File: src/design/td_cfg.svh
// Offsets, field positions, reset values and timing for the transfer descriptor block
`ifndef TD_CFG_SVH
`define TD_CFG_SVH
// ****************************************
// Register offsets
// ****************************************
`define TD_OFS_DESC0 4'h0
`define TD_OFS_DESC1 4'h4
`define TD_OFS_STAT 4'h8
`define TD_OFS_MASK 4'hC
`define TD_ADR_W 4
// ****************************************
// Descriptor word 0 fields
// ****************************************
`define TD_MAXP_LSB 0
`define TD_TOGGLE_BIT 10
`define TD_ENABLE_BIT 11
`define TD_RESULT_LSB 12
`define TD_ENDP_LSB 16
`define TD_LAST_BIT 20
`define TD_SPEED_BIT 21
`define TD_BUSY_BIT 22
// ****************************************
// Descriptor word 1 fields
// ****************************************
`define TD_COUNT_LSB 0
`define TD_DIR_LSB 10
`define TD_RATE_BIT 12
`define TD_FORMAT_BIT 13
`define TD_ADDR_LSB 14
`define TD_MOVED_LSB 21
// ****************************************
// Interrupt bits
// ****************************************
`define TD_IRQ_DONE 0
`define TD_IRQ_ERROR 1
`define TD_IRQ_LAST 2
// ****************************************
// Codes and timing
// ****************************************
`define TD_RC_CLEAN 4'h0
`define TD_RC_NO_REPLY 4'h5
`define TD_RC_FETCH_SLOW 4'hD
`define TD_DIR_SETUP 2'h0
`define TD_DIR_OUT 2'h1
`define TD_DIR_IN 2'h2
`define TD_DIR_RSVD 2'h3
`define TD_RATE_RESET 1'h0
`define TD_MS_NS 1000000
`define TD_CLK_NS 50
`endif

File: src/design/td_pkg.sv
// Types shared by the transfer descriptor block
package td_pkg;
    typedef logic [9:0] td_len_type;
    typedef logic [6:0] td_addr_type;
    typedef logic [3:0] td_code_type;
    typedef enum logic [1:0] {TD_IDLE, TD_WAIT} td_state_type;
endpackage

File: src/design/td_descriptor_ctrl.sv
// Transfer descriptor controller with Wishbone register slave
// Summary of operation
// - Clean finish writes result code 0000
// - No reply reports result code 0101
// - Slow OUT payload fetch reports 1101
// - Hardware clears enable when descriptor finishes
// - Toggle bit tracks expected data PID
// - Ten-bit maximum packet bytes field
// - Last flag marks final list descriptor
// - Byte count above packet size: bulk/control
// - Rate limit bit zero after reset
// - Rate limited interrupt: one transaction per ms
// - Format bit selects isochronous handling
// - Seven-bit target device address per transaction
//
// Chosen here: the Wishbone interface to the registers and the placing of the registers.
`timescale 1ns/1ns
`include "td_cfg.svh"
module td_descriptor_ctrl #(
    parameter int MS_CYCLES = `TD_MS_NS / `TD_CLK_NS
)(
    input wire logic clk_i,
    input wire logic rst_i,
    input wire logic wb_cyc_i,
    input wire logic wb_stb_i,
    input wire logic wb_we_i,
    input wire logic [`TD_ADR_W-1:0] wb_adr_i,
    input wire logic [3:0] wb_sel_i,
    input wire logic [31:0] wb_dat_i,
    output logic [31:0] wb_dat_o,
    output logic wb_ack_o,
    output logic txn_start_o,
    output td_pkg::td_addr_type txn_addr_o,
    output logic [3:0] txn_endp_o,
    output logic [1:0] txn_dir_o,
    output logic txn_low_speed_o,
    output logic txn_iso_o,
    output logic txn_toggle_o,
    output td_pkg::td_len_type txn_len_o,
    input wire logic txn_done_i,
    input wire logic txn_no_reply_i,
    input wire logic txn_fetch_slow_i,
    input wire td_pkg::td_len_type txn_bytes_i,
    output logic irq_o
);
    import td_pkg::*;

    // ****************************************
    // Descriptor and control state
    // ****************************************
    td_state_type state_r;
    td_len_type max_packet_bytes_r, transfer_byte_count_r, moved_r;
    td_addr_type target_device_address_r;
    td_code_type result_code_r;
    logic [3:0] endpoint_index_r;
    logic [1:0] direction_code_r;
    logic toggle_r, enable_r, last_r, speed_r, rate_limit_bit_r, format_r;
    logic [2:0] irq_stat_r, irq_mask_r;
    logic sent_this_ms_r, ms_tick;
    logic [31:0] ms_cnt_r;

    // ****************************************
    // Bus decode
    // ****************************************
    logic bus_req, bus_wr, wr_desc0, wr_desc1, wr_stat, wr_mask;
    assign bus_req = wb_cyc_i & wb_stb_i & ~wb_ack_o;
    assign bus_wr = bus_req & wb_we_i;
    assign wr_desc0 = bus_wr & (wb_adr_i == `TD_OFS_DESC0) & (state_r == TD_IDLE);
    assign wr_desc1 = bus_wr & (wb_adr_i == `TD_OFS_DESC1) & (state_r == TD_IDLE);
    assign wr_stat = bus_wr & (wb_adr_i == `TD_OFS_STAT) & wb_sel_i[0];
    assign wr_mask = bus_wr & (wb_adr_i == `TD_OFS_MASK) & wb_sel_i[0];

    // ****************************************
    // Transaction decisions
    // ****************************************
    logic rate_gated, gate_ok, issue, ok_done, err_slow, err_none, finish;
    logic [10:0] remain, moved_sum;
    td_len_type pkt_len;
    td_code_type code_nxt;
    assign rate_gated = rate_limit_bit_r & ~format_r;
    assign gate_ok = ~rate_gated | ~sent_this_ms_r;
    assign issue = (state_r == TD_IDLE) & enable_r & (direction_code_r != `TD_DIR_RSVD) & gate_ok
                   & ~wr_desc0 & ~wr_desc1;
    assign remain = {1'b0, transfer_byte_count_r} - {1'b0, moved_r};
    assign pkt_len = (remain > {1'b0, max_packet_bytes_r}) ? max_packet_bytes_r : remain[9:0];
    assign moved_sum = {1'b0, moved_r} + {1'b0, txn_bytes_i};
    assign ok_done = (state_r == TD_WAIT) & txn_done_i;
    assign err_slow = txn_fetch_slow_i & (direction_code_r == `TD_DIR_OUT);
    assign err_none = txn_no_reply_i;
    assign finish = ok_done & (err_slow | err_none | format_r | (txn_bytes_i < max_packet_bytes_r)
                    | (moved_sum >= {1'b0, transfer_byte_count_r}));

    assign code_nxt = err_slow ? `TD_RC_FETCH_SLOW : (err_none ? `TD_RC_NO_REPLY : `TD_RC_CLEAN);

    // ****************************************
    // State machine
    // ****************************************
    always_ff @(posedge clk_i)
    begin
        if (rst_i)
        begin
            state_r <= TD_IDLE;
        end
        else
        begin
            unique case (state_r)
                TD_IDLE:
                begin
                    if (issue)
                    begin
                        state_r <= TD_WAIT;
                    end
                end
                TD_WAIT:
                begin
                    if (txn_done_i)
                    begin
                        state_r <= TD_IDLE;
                    end
                end
            endcase
        end
    end

    // ****************************************
    // Descriptor fields
    // ****************************************
    always_ff @(posedge clk_i)
    begin
        if (rst_i)
        begin
            max_packet_bytes_r <= 10'h000;
            toggle_r <= 1'b0;
            enable_r <= 1'b0;
            result_code_r <= `TD_RC_CLEAN;
            endpoint_index_r <= 4'h0;
            last_r <= 1'b0;
            speed_r <= 1'b0;
            transfer_byte_count_r <= 10'h000;
            direction_code_r <= `TD_DIR_SETUP;
            rate_limit_bit_r <= `TD_RATE_RESET;
            format_r <= 1'b0;
            target_device_address_r <= 7'h00;
            moved_r <= 10'h000;
        end
        else
        begin
            if (wr_desc0)
            begin
                max_packet_bytes_r <= wb_dat_i[`TD_MAXP_LSB +: 10];
                toggle_r <= wb_dat_i[`TD_TOGGLE_BIT];
                enable_r <= wb_dat_i[`TD_ENABLE_BIT];
                result_code_r <= wb_dat_i[`TD_RESULT_LSB +: 4];
                endpoint_index_r <= wb_dat_i[`TD_ENDP_LSB +: 4];
                last_r <= wb_dat_i[`TD_LAST_BIT];
                speed_r <= wb_dat_i[`TD_SPEED_BIT];
                moved_r <= 10'h000;
            end
            if (wr_desc1)
            begin
                transfer_byte_count_r <= wb_dat_i[`TD_COUNT_LSB +: 10];
                direction_code_r <= wb_dat_i[`TD_DIR_LSB +: 2];
                rate_limit_bit_r <= wb_dat_i[`TD_RATE_BIT];
                format_r <= wb_dat_i[`TD_FORMAT_BIT];
                target_device_address_r <= wb_dat_i[`TD_ADDR_LSB +: 7];
            end
            if (ok_done)
            begin
                moved_r <= moved_sum[9:0];
                if (~err_slow & ~err_none & ~format_r)
                begin
                    toggle_r <= ~toggle_r;
                end
            end
            if (finish)
            begin
                enable_r <= 1'b0;
                result_code_r <= code_nxt;
            end
        end
    end

    // ****************************************
    // Millisecond pacing
    // ****************************************
    assign ms_tick = (ms_cnt_r == 32'(MS_CYCLES - 1));
    always_ff @(posedge clk_i)
    begin
        ms_cnt_r <= (rst_i | ms_tick) ? 32'h0000_0000 : ms_cnt_r + 32'h0000_0001;
    end

    always_ff @(posedge clk_i)
    begin
        if (rst_i)
        begin
            sent_this_ms_r <= 1'b0;
        end
        else if (ms_tick)
        begin
            sent_this_ms_r <= 1'b0;
        end
        else if (issue & rate_gated)
        begin
            sent_this_ms_r <= 1'b1;
        end
    end

    // ****************************************
    // Transaction request outputs
    // ****************************************
    always_ff @(posedge clk_i)
    begin
        if (rst_i)
        begin
            txn_start_o <= 1'b0;
            txn_addr_o <= 7'h00;
            txn_endp_o <= 4'h0;
            txn_dir_o <= `TD_DIR_SETUP;
            txn_low_speed_o <= 1'b0;
            txn_iso_o <= 1'b0;
            txn_toggle_o <= 1'b0;
            txn_len_o <= 10'h000;
        end
        else
        begin
            txn_start_o <= issue;
            if (issue)
            begin
                txn_addr_o <= target_device_address_r;
                txn_endp_o <= endpoint_index_r;
                txn_dir_o <= direction_code_r;
                txn_low_speed_o <= speed_r;
                txn_iso_o <= format_r;
                txn_toggle_o <= toggle_r;
                txn_len_o <= pkt_len;
            end
        end
    end

    // ****************************************
    // Interrupts
    // ****************************************
    logic [2:0] irq_set;
    assign irq_set = {finish & last_r, finish & (err_slow | err_none), finish};
    always_ff @(posedge clk_i)
    begin
        if (rst_i)
        begin
            irq_stat_r <= 3'h0;
            irq_mask_r <= 3'h0;
            irq_o <= 1'b0;
        end
        else
        begin
            irq_stat_r <= (irq_stat_r & ~(wr_stat ? wb_dat_i[2:0] : 3'h0)) | irq_set;
            if (wr_mask)
            begin
                irq_mask_r <= wb_dat_i[2:0];
            end
            irq_o <= |(irq_stat_r & irq_mask_r);
        end
    end

    // ****************************************
    // Wishbone answer
    // ****************************************
    always_ff @(posedge clk_i)
    begin
        if (rst_i)
        begin
            wb_ack_o <= 1'b0;
            wb_dat_o <= 32'h0000_0000;
        end
        else
        begin
            wb_ack_o <= bus_req;
            wb_dat_o <= 32'h0000_0000;
            if (bus_req & ~wb_we_i)
            begin
                unique case (wb_adr_i)
                    `TD_OFS_DESC0: wb_dat_o <= {9'h000, (state_r == TD_WAIT), speed_r, last_r, endpoint_index_r,
                                              result_code_r, enable_r, toggle_r, max_packet_bytes_r};
                    `TD_OFS_DESC1: wb_dat_o <= {1'b0, moved_r, target_device_address_r, format_r,
                                              rate_limit_bit_r, direction_code_r, transfer_byte_count_r};
                    `TD_OFS_STAT: wb_dat_o <= {29'h0000_0000, irq_stat_r};
                    `TD_OFS_MASK: wb_dat_o <= {29'h0000_0000, irq_mask_r};
                    default: wb_dat_o <= 32'h0000_0000;
                endcase
            end
        end
    end

    // ****************************************
    // Assertions
    // ****************************************
    a_clean_code: assert property (@(posedge clk_i) disable iff (rst_i)
        finish & ~err_slow & ~err_none |=> result_code_r == 4'h0)
        else $error("clean finish did not give code 0");
    a_no_reply_code: assert property (@(posedge clk_i) disable iff (rst_i)
        finish & err_none & ~err_slow |=> result_code_r == 4'h5)
        else $error("no reply did not give code 5");
    a_fetch_slow_code: assert property (@(posedge clk_i) disable iff (rst_i)
        ok_done & txn_fetch_slow_i & (direction_code_r == 2'h1) |=> result_code_r == 4'hD && !enable_r)
        else $error("slow fetch did not give code D");
    a_enable_clear: assert property (@(posedge clk_i) disable iff (rst_i)
        finish |=> !enable_r ##1 !txn_start_o)
        else $error("enable not cleared at finish");
    a_toggle_flip: assert property (@(posedge clk_i) disable iff (rst_i)
        ok_done & ~err_slow & ~err_none & ~format_r |=> toggle_r != $past(toggle_r))
        else $error("toggle not updated after good packet");
    a_len_bound: assert property (@(posedge clk_i) disable iff (rst_i)
        txn_start_o |-> txn_len_o <= max_packet_bytes_r && txn_len_o <= transfer_byte_count_r)
        else $error("packet length above limit");
    a_last_irq: assert property (@(posedge clk_i) disable iff (rst_i)
        finish & last_r |=> irq_stat_r[2])
        else $error("last descriptor not flagged");
    a_rate_reset: assert property (@(posedge clk_i)
        rst_i |=> !rate_limit_bit_r)
        else $error("rate limit bit not zero after reset");
    a_rate_once: assert property (@(posedge clk_i) disable iff (rst_i)
        issue & rate_gated & ~ms_tick |=> sent_this_ms_r)
        else $error("rate limited transaction not marked in its window");
    a_iso_single: assert property (@(posedge clk_i) disable iff (rst_i)
        ok_done & format_r |=> !enable_r && toggle_r == $past(toggle_r))
        else $error("isochronous descriptor ran more than once");
    a_addr_out: assert property (@(posedge clk_i) disable iff (rst_i)
        issue |=> txn_start_o && txn_addr_o == $past(target_device_address_r))
        else $error("transaction address wrong");
    a_reserved_dir: assert property (@(posedge clk_i) disable iff (rst_i)
        (direction_code_r == 2'h3) & (state_r == TD_IDLE) |=> !txn_start_o)
        else $error("reserved direction started a transaction");
    a_speed_endp: assert property (@(posedge clk_i) disable iff (rst_i)
        issue |=> txn_low_speed_o == $past(speed_r) && txn_endp_o == $past(endpoint_index_r))
        else $error("speed or endpoint wrong");
endmodule

File: config.mk
export PLATFORM = sky130hd
export DESIGN_NAME = td_descriptor_ctrl
export DESIGN_NICKNAME = d
export VERILOG_FILES = /design/src/design/td_pkg.sv /design/src/design/td_descriptor_ctrl.sv
export VERILOG_INCLUDE_DIRS = /design/src /design/src/design
export SDC_FILE = /design/constraint.sdc
export NUM_CORES = 1
export LEC_CHECK = 0
export ABC_AREA = 1
export BUFFER_PORTS_ARGS = -buffer_cell sky130_fd_sc_hd__buf_2
export CAP_MARGIN = 20
export CORE_ASPECT_RATIO = 0.75
export CORE_UTILIZATION = 34
export CTS_BUF_LIST = sky130_fd_sc_hd__clkbuf_4 sky130_fd_sc_hd__clkbuf_8
export CTS_CLUSTER_SIZE = 20
export DETAILED_ROUTE_END_ITERATION = 7
export GPL_ROUTABILITY_DRIVEN = 0
export PLACE_DENSITY = 0.53
export SLEW_MARGIN = 5
export SYNTH_ARGS = -nofsm -noshare
export SYNTH_HDL_FRONTEND = slang
export SYNTH_SLANG_ARGS = --single-unit
File: constraint.sdc
create_clock -name clk_i -period 7.7 [get_ports clk_i]
set_input_delay 0.77 -clock clk_i [delete_from_list [all_inputs] [get_ports clk_i]]
set_output_delay 0.77 -clock clk_i [all_outputs]
set_load 0.005 [all_outputs]
==> flow_summary.yaml <==
run_status:
  status: "completed"
synthesis:
  ys_async_sr_fraction: 0
  synth.cell_area_sq_mm: 0.007722
  ys_seq_elements: 153
  synth_edf_count: 0
  yosys_warnings: 0
  ys_types: 42
  netlist.area_leader.share: 0.3966
  synth_fp_nets: 1168
  synth_cells: 1058
  ys.flop_type: "dfxtp_1"
  syn_area_per_cell_sq_um: 7.299
  yosysTopAreaCell: "dfxtp_1"
  seq_area_frac_synth: 0.3966
  synthTopCellsByArea: "dfxtp_1 40%, nand2_1 11%, ha_1 8.1%"
layout:
  fillers: 2333
  final_cell_mix: "217 x nand2_1, 153 x dfxtp_1, 131 x inv_1, 106 x nor2_1"
  drive_above_1_share: 0.1468
  syn2layout_area_growth_pct: 15.10
  final_common_cell: "nand2_1"
  antenna_cells: 0
  final_nets: 1262
  final_util: 0.4009
clock_network:
  post_cts_resized: 0
  postCtsHoldBufs: 0
  cts_setup_buffers: 0
  htree_levels: 4
  ctsRootBufferMaster: "clkbuf_8"
  path_clk_slew_ns: 0.10
  clock_sinks: 153
  clock_latency_ns: 0.47
  cts_tree: "done"
  cts_buffers: 17
  cts_buffer_depth: 2
worst_setup_path:
  rrSetupSlack_ns: 3.85
  reg2reg_depth: 21
  startpoint_type: "flop"
  cpMaxStageDelayCell: "fa_1"
  crit_top_cell: "nand2_1"
  critPathLaunch: "transfer_byte_count_r[0]"
  crit_buf_inv: 2
  cp.arrival_ns: 4.24
  slowest_delay_ns: 0.41
  critPathKind: "flop to flop"
  cp_num_cells: 21
  r2r-start: "transfer_byte_count_r[0]"
  path_max_fanout: 11
  critPathRequiredTime_ns: 8.09
  end_kind: "flop"
  critPathTopFamily: "simple AND/OR/NAND/NOR gates"
  crit_chain: "inv_1 > ha_1 > fa_1 > nand3b_1 > nand2_1 > a21oi_1 > xor2_1 > inv_1 > ha_1 > a21o_1 > nor2_1 > nand2_1 > nand2_1 > nand2_1 > nand2_1 > nand2_1 > nand2_1 > nand2_1 > nand2_1 > nand3_1 > a21oi_1"
timing:
  fin_tns_setup_ns: 0
  worst_pin_slew_ns: 0.9784
  timing.hold.ws_ns: 0.4648
  relSlewSlack: 0.3470
  maxSlewViolCount: 0
  layout_min_cycle_time_ns: 3.848
  fmax_mhz: 259.9
  setup_viol: 0
  finalHoldViolations: 0
  finClkSkew_ns: 0.02115
  fin_crit_sh: 0.4998
  rsz0062_at_grt: "no"
global_route:
  grt_max_degree: 62
  antenna_found_initial: 0
  overflow: 0
  grt_pass1_wl_um: 34570
  grt_pass1_vias: 6274
  grt_usage: 0.1926
worst_hold_path:
  min_path_cells: 2
  min-delay-start: "txn_len_o[4]"
  hold_path.class: "flop to flop"
floorplan:
  fp-row-count: 47
  die_area_sq_mm: 0.02333
  die_h_um: 132.5
  start_util: 0.3483
  fp.coreArea_sq_mm: 0.02217
  fp.dieW_um: 176.0
  io_pins: 119
detailed_routing:
  drt.antenna.violating_nets: 0
  wirelength_um: 22070
  detail_route.first_pass.iterations: 5
  vias: 6943
  drt_iter0_drc: 478
  route.detailed.drc: 0
  viasPerCell: 4.759
  wl_per_cell_um: 15.13
flow_run:
  cap_violations: 0
power_and_ir_drop:
  ir_drop_v: 0.0001033
  p_leak_nw: 3.986
  p_per_area_mw_per_mm2: 174.4
place:
  portBuffers: 104
  hpwl_um: 16050
-- metal layers --
layer  part of all wire  track usage
met5                  0            0
met4              0.011      0.05749
met3              0.048      0.03333
met2               0.39       0.2642
met1               0.55       0.2987
-- synth_stat cells (all sizes together), types with 8 or more instances --
cell,number
o21ai,72
dfxtp,153
xor2,28
nand2,222
inv,137
nor4,8
clkbuf,23
ha,50
a21oi,104
nor3,29
xnor2,8
nor2,116
buf,11
nand3b,8
nand4,15
nand3,52
-- metrics by stage --
stage	instance area [sq um]	total power [mW]	worst slack (ns)	cells
global route	8889	1.620	3.457	1459
finish	8889	1.550	3.852	1459
global placement	8496	0.9414	3.665	1427
floorplan	7722	0.9019	4.374	1058
CTS	8889	1.569	3.919	1459
detailed placement	8496	0.9431	3.625	1427
-- worst register-to-register path: cells and delay by family (launching register included) --
family	cells	cell delay [ns]
AND/OR/NAND/NOR	12	1.61
adder cells (fa/ha/maj)	3	0.94
AO/OA/AOI/OAI	3	0.49
flip-flops	1	0.38
XOR/XNOR	1	0.20
buffers and inverters	2	0.16
-- final timing paths --
path / end
max: txn_len_o[3]
min: txn_len_o[4]
max reg2reg: txn_len_o[3]
min reg2reg: txn_len_o[4]
-- kinds of logic (layout without fill, tap and decap cells) --
group,count (synthesis),after routing,share of synthesized area
compound gates,190,190,0.1280
xor+xnor,36,36,0.04083
fa+ha+maj,52,52,0.08620
buf+inv,173,280,0.08798
flops,153,153,0.3966
other cells,1,1,0.0004856
simple gates,453,453,0.2599
-- cell type report --
type,count,area [sq um],share of cell area
inverter,139,521.8,0.05870
sequential,153,3063,0.3446
timing repair buffer,109,558.0,0.06278
clock buffer,17,234.0,0.02632
multi-input combinational,732,3985,0.4483
clock inverter,15,158.9,0.01788
tap,294,367.9,0.04139
-- power breakdown --
part           leakage, nW  switching (mW)  internal, mW
sequential            1.23         0.00288         0.794
clock                0.188           0.357         0.267
combinational         2.57          0.0846        0.0443
-- registers in the layout, indices dropped and copies added, names as in the netlist, 2 cells and up --
| signal | cells |
|---|---|
| txn_len_o | 10 |
| txn_addr_o | 7 |
| direction_code_r | 2 |
| max_packet_bytes_r | 10 |
| irq_mask_r | 3 |
| transfer_byte_count_r | 10 |
| target_device_address_r | 7 |
| irq_stat_r | 3 |
| txn_endp_o | 4 |
| result_code_r | 4 |
| ms_cnt_r | 32 |
| wb_dat_o | 31 |
| moved_r | 10 |
| endpoint_index_r | 4 |
| txn_dir_o | 2 |
Power figures use the tool's default switching activity.
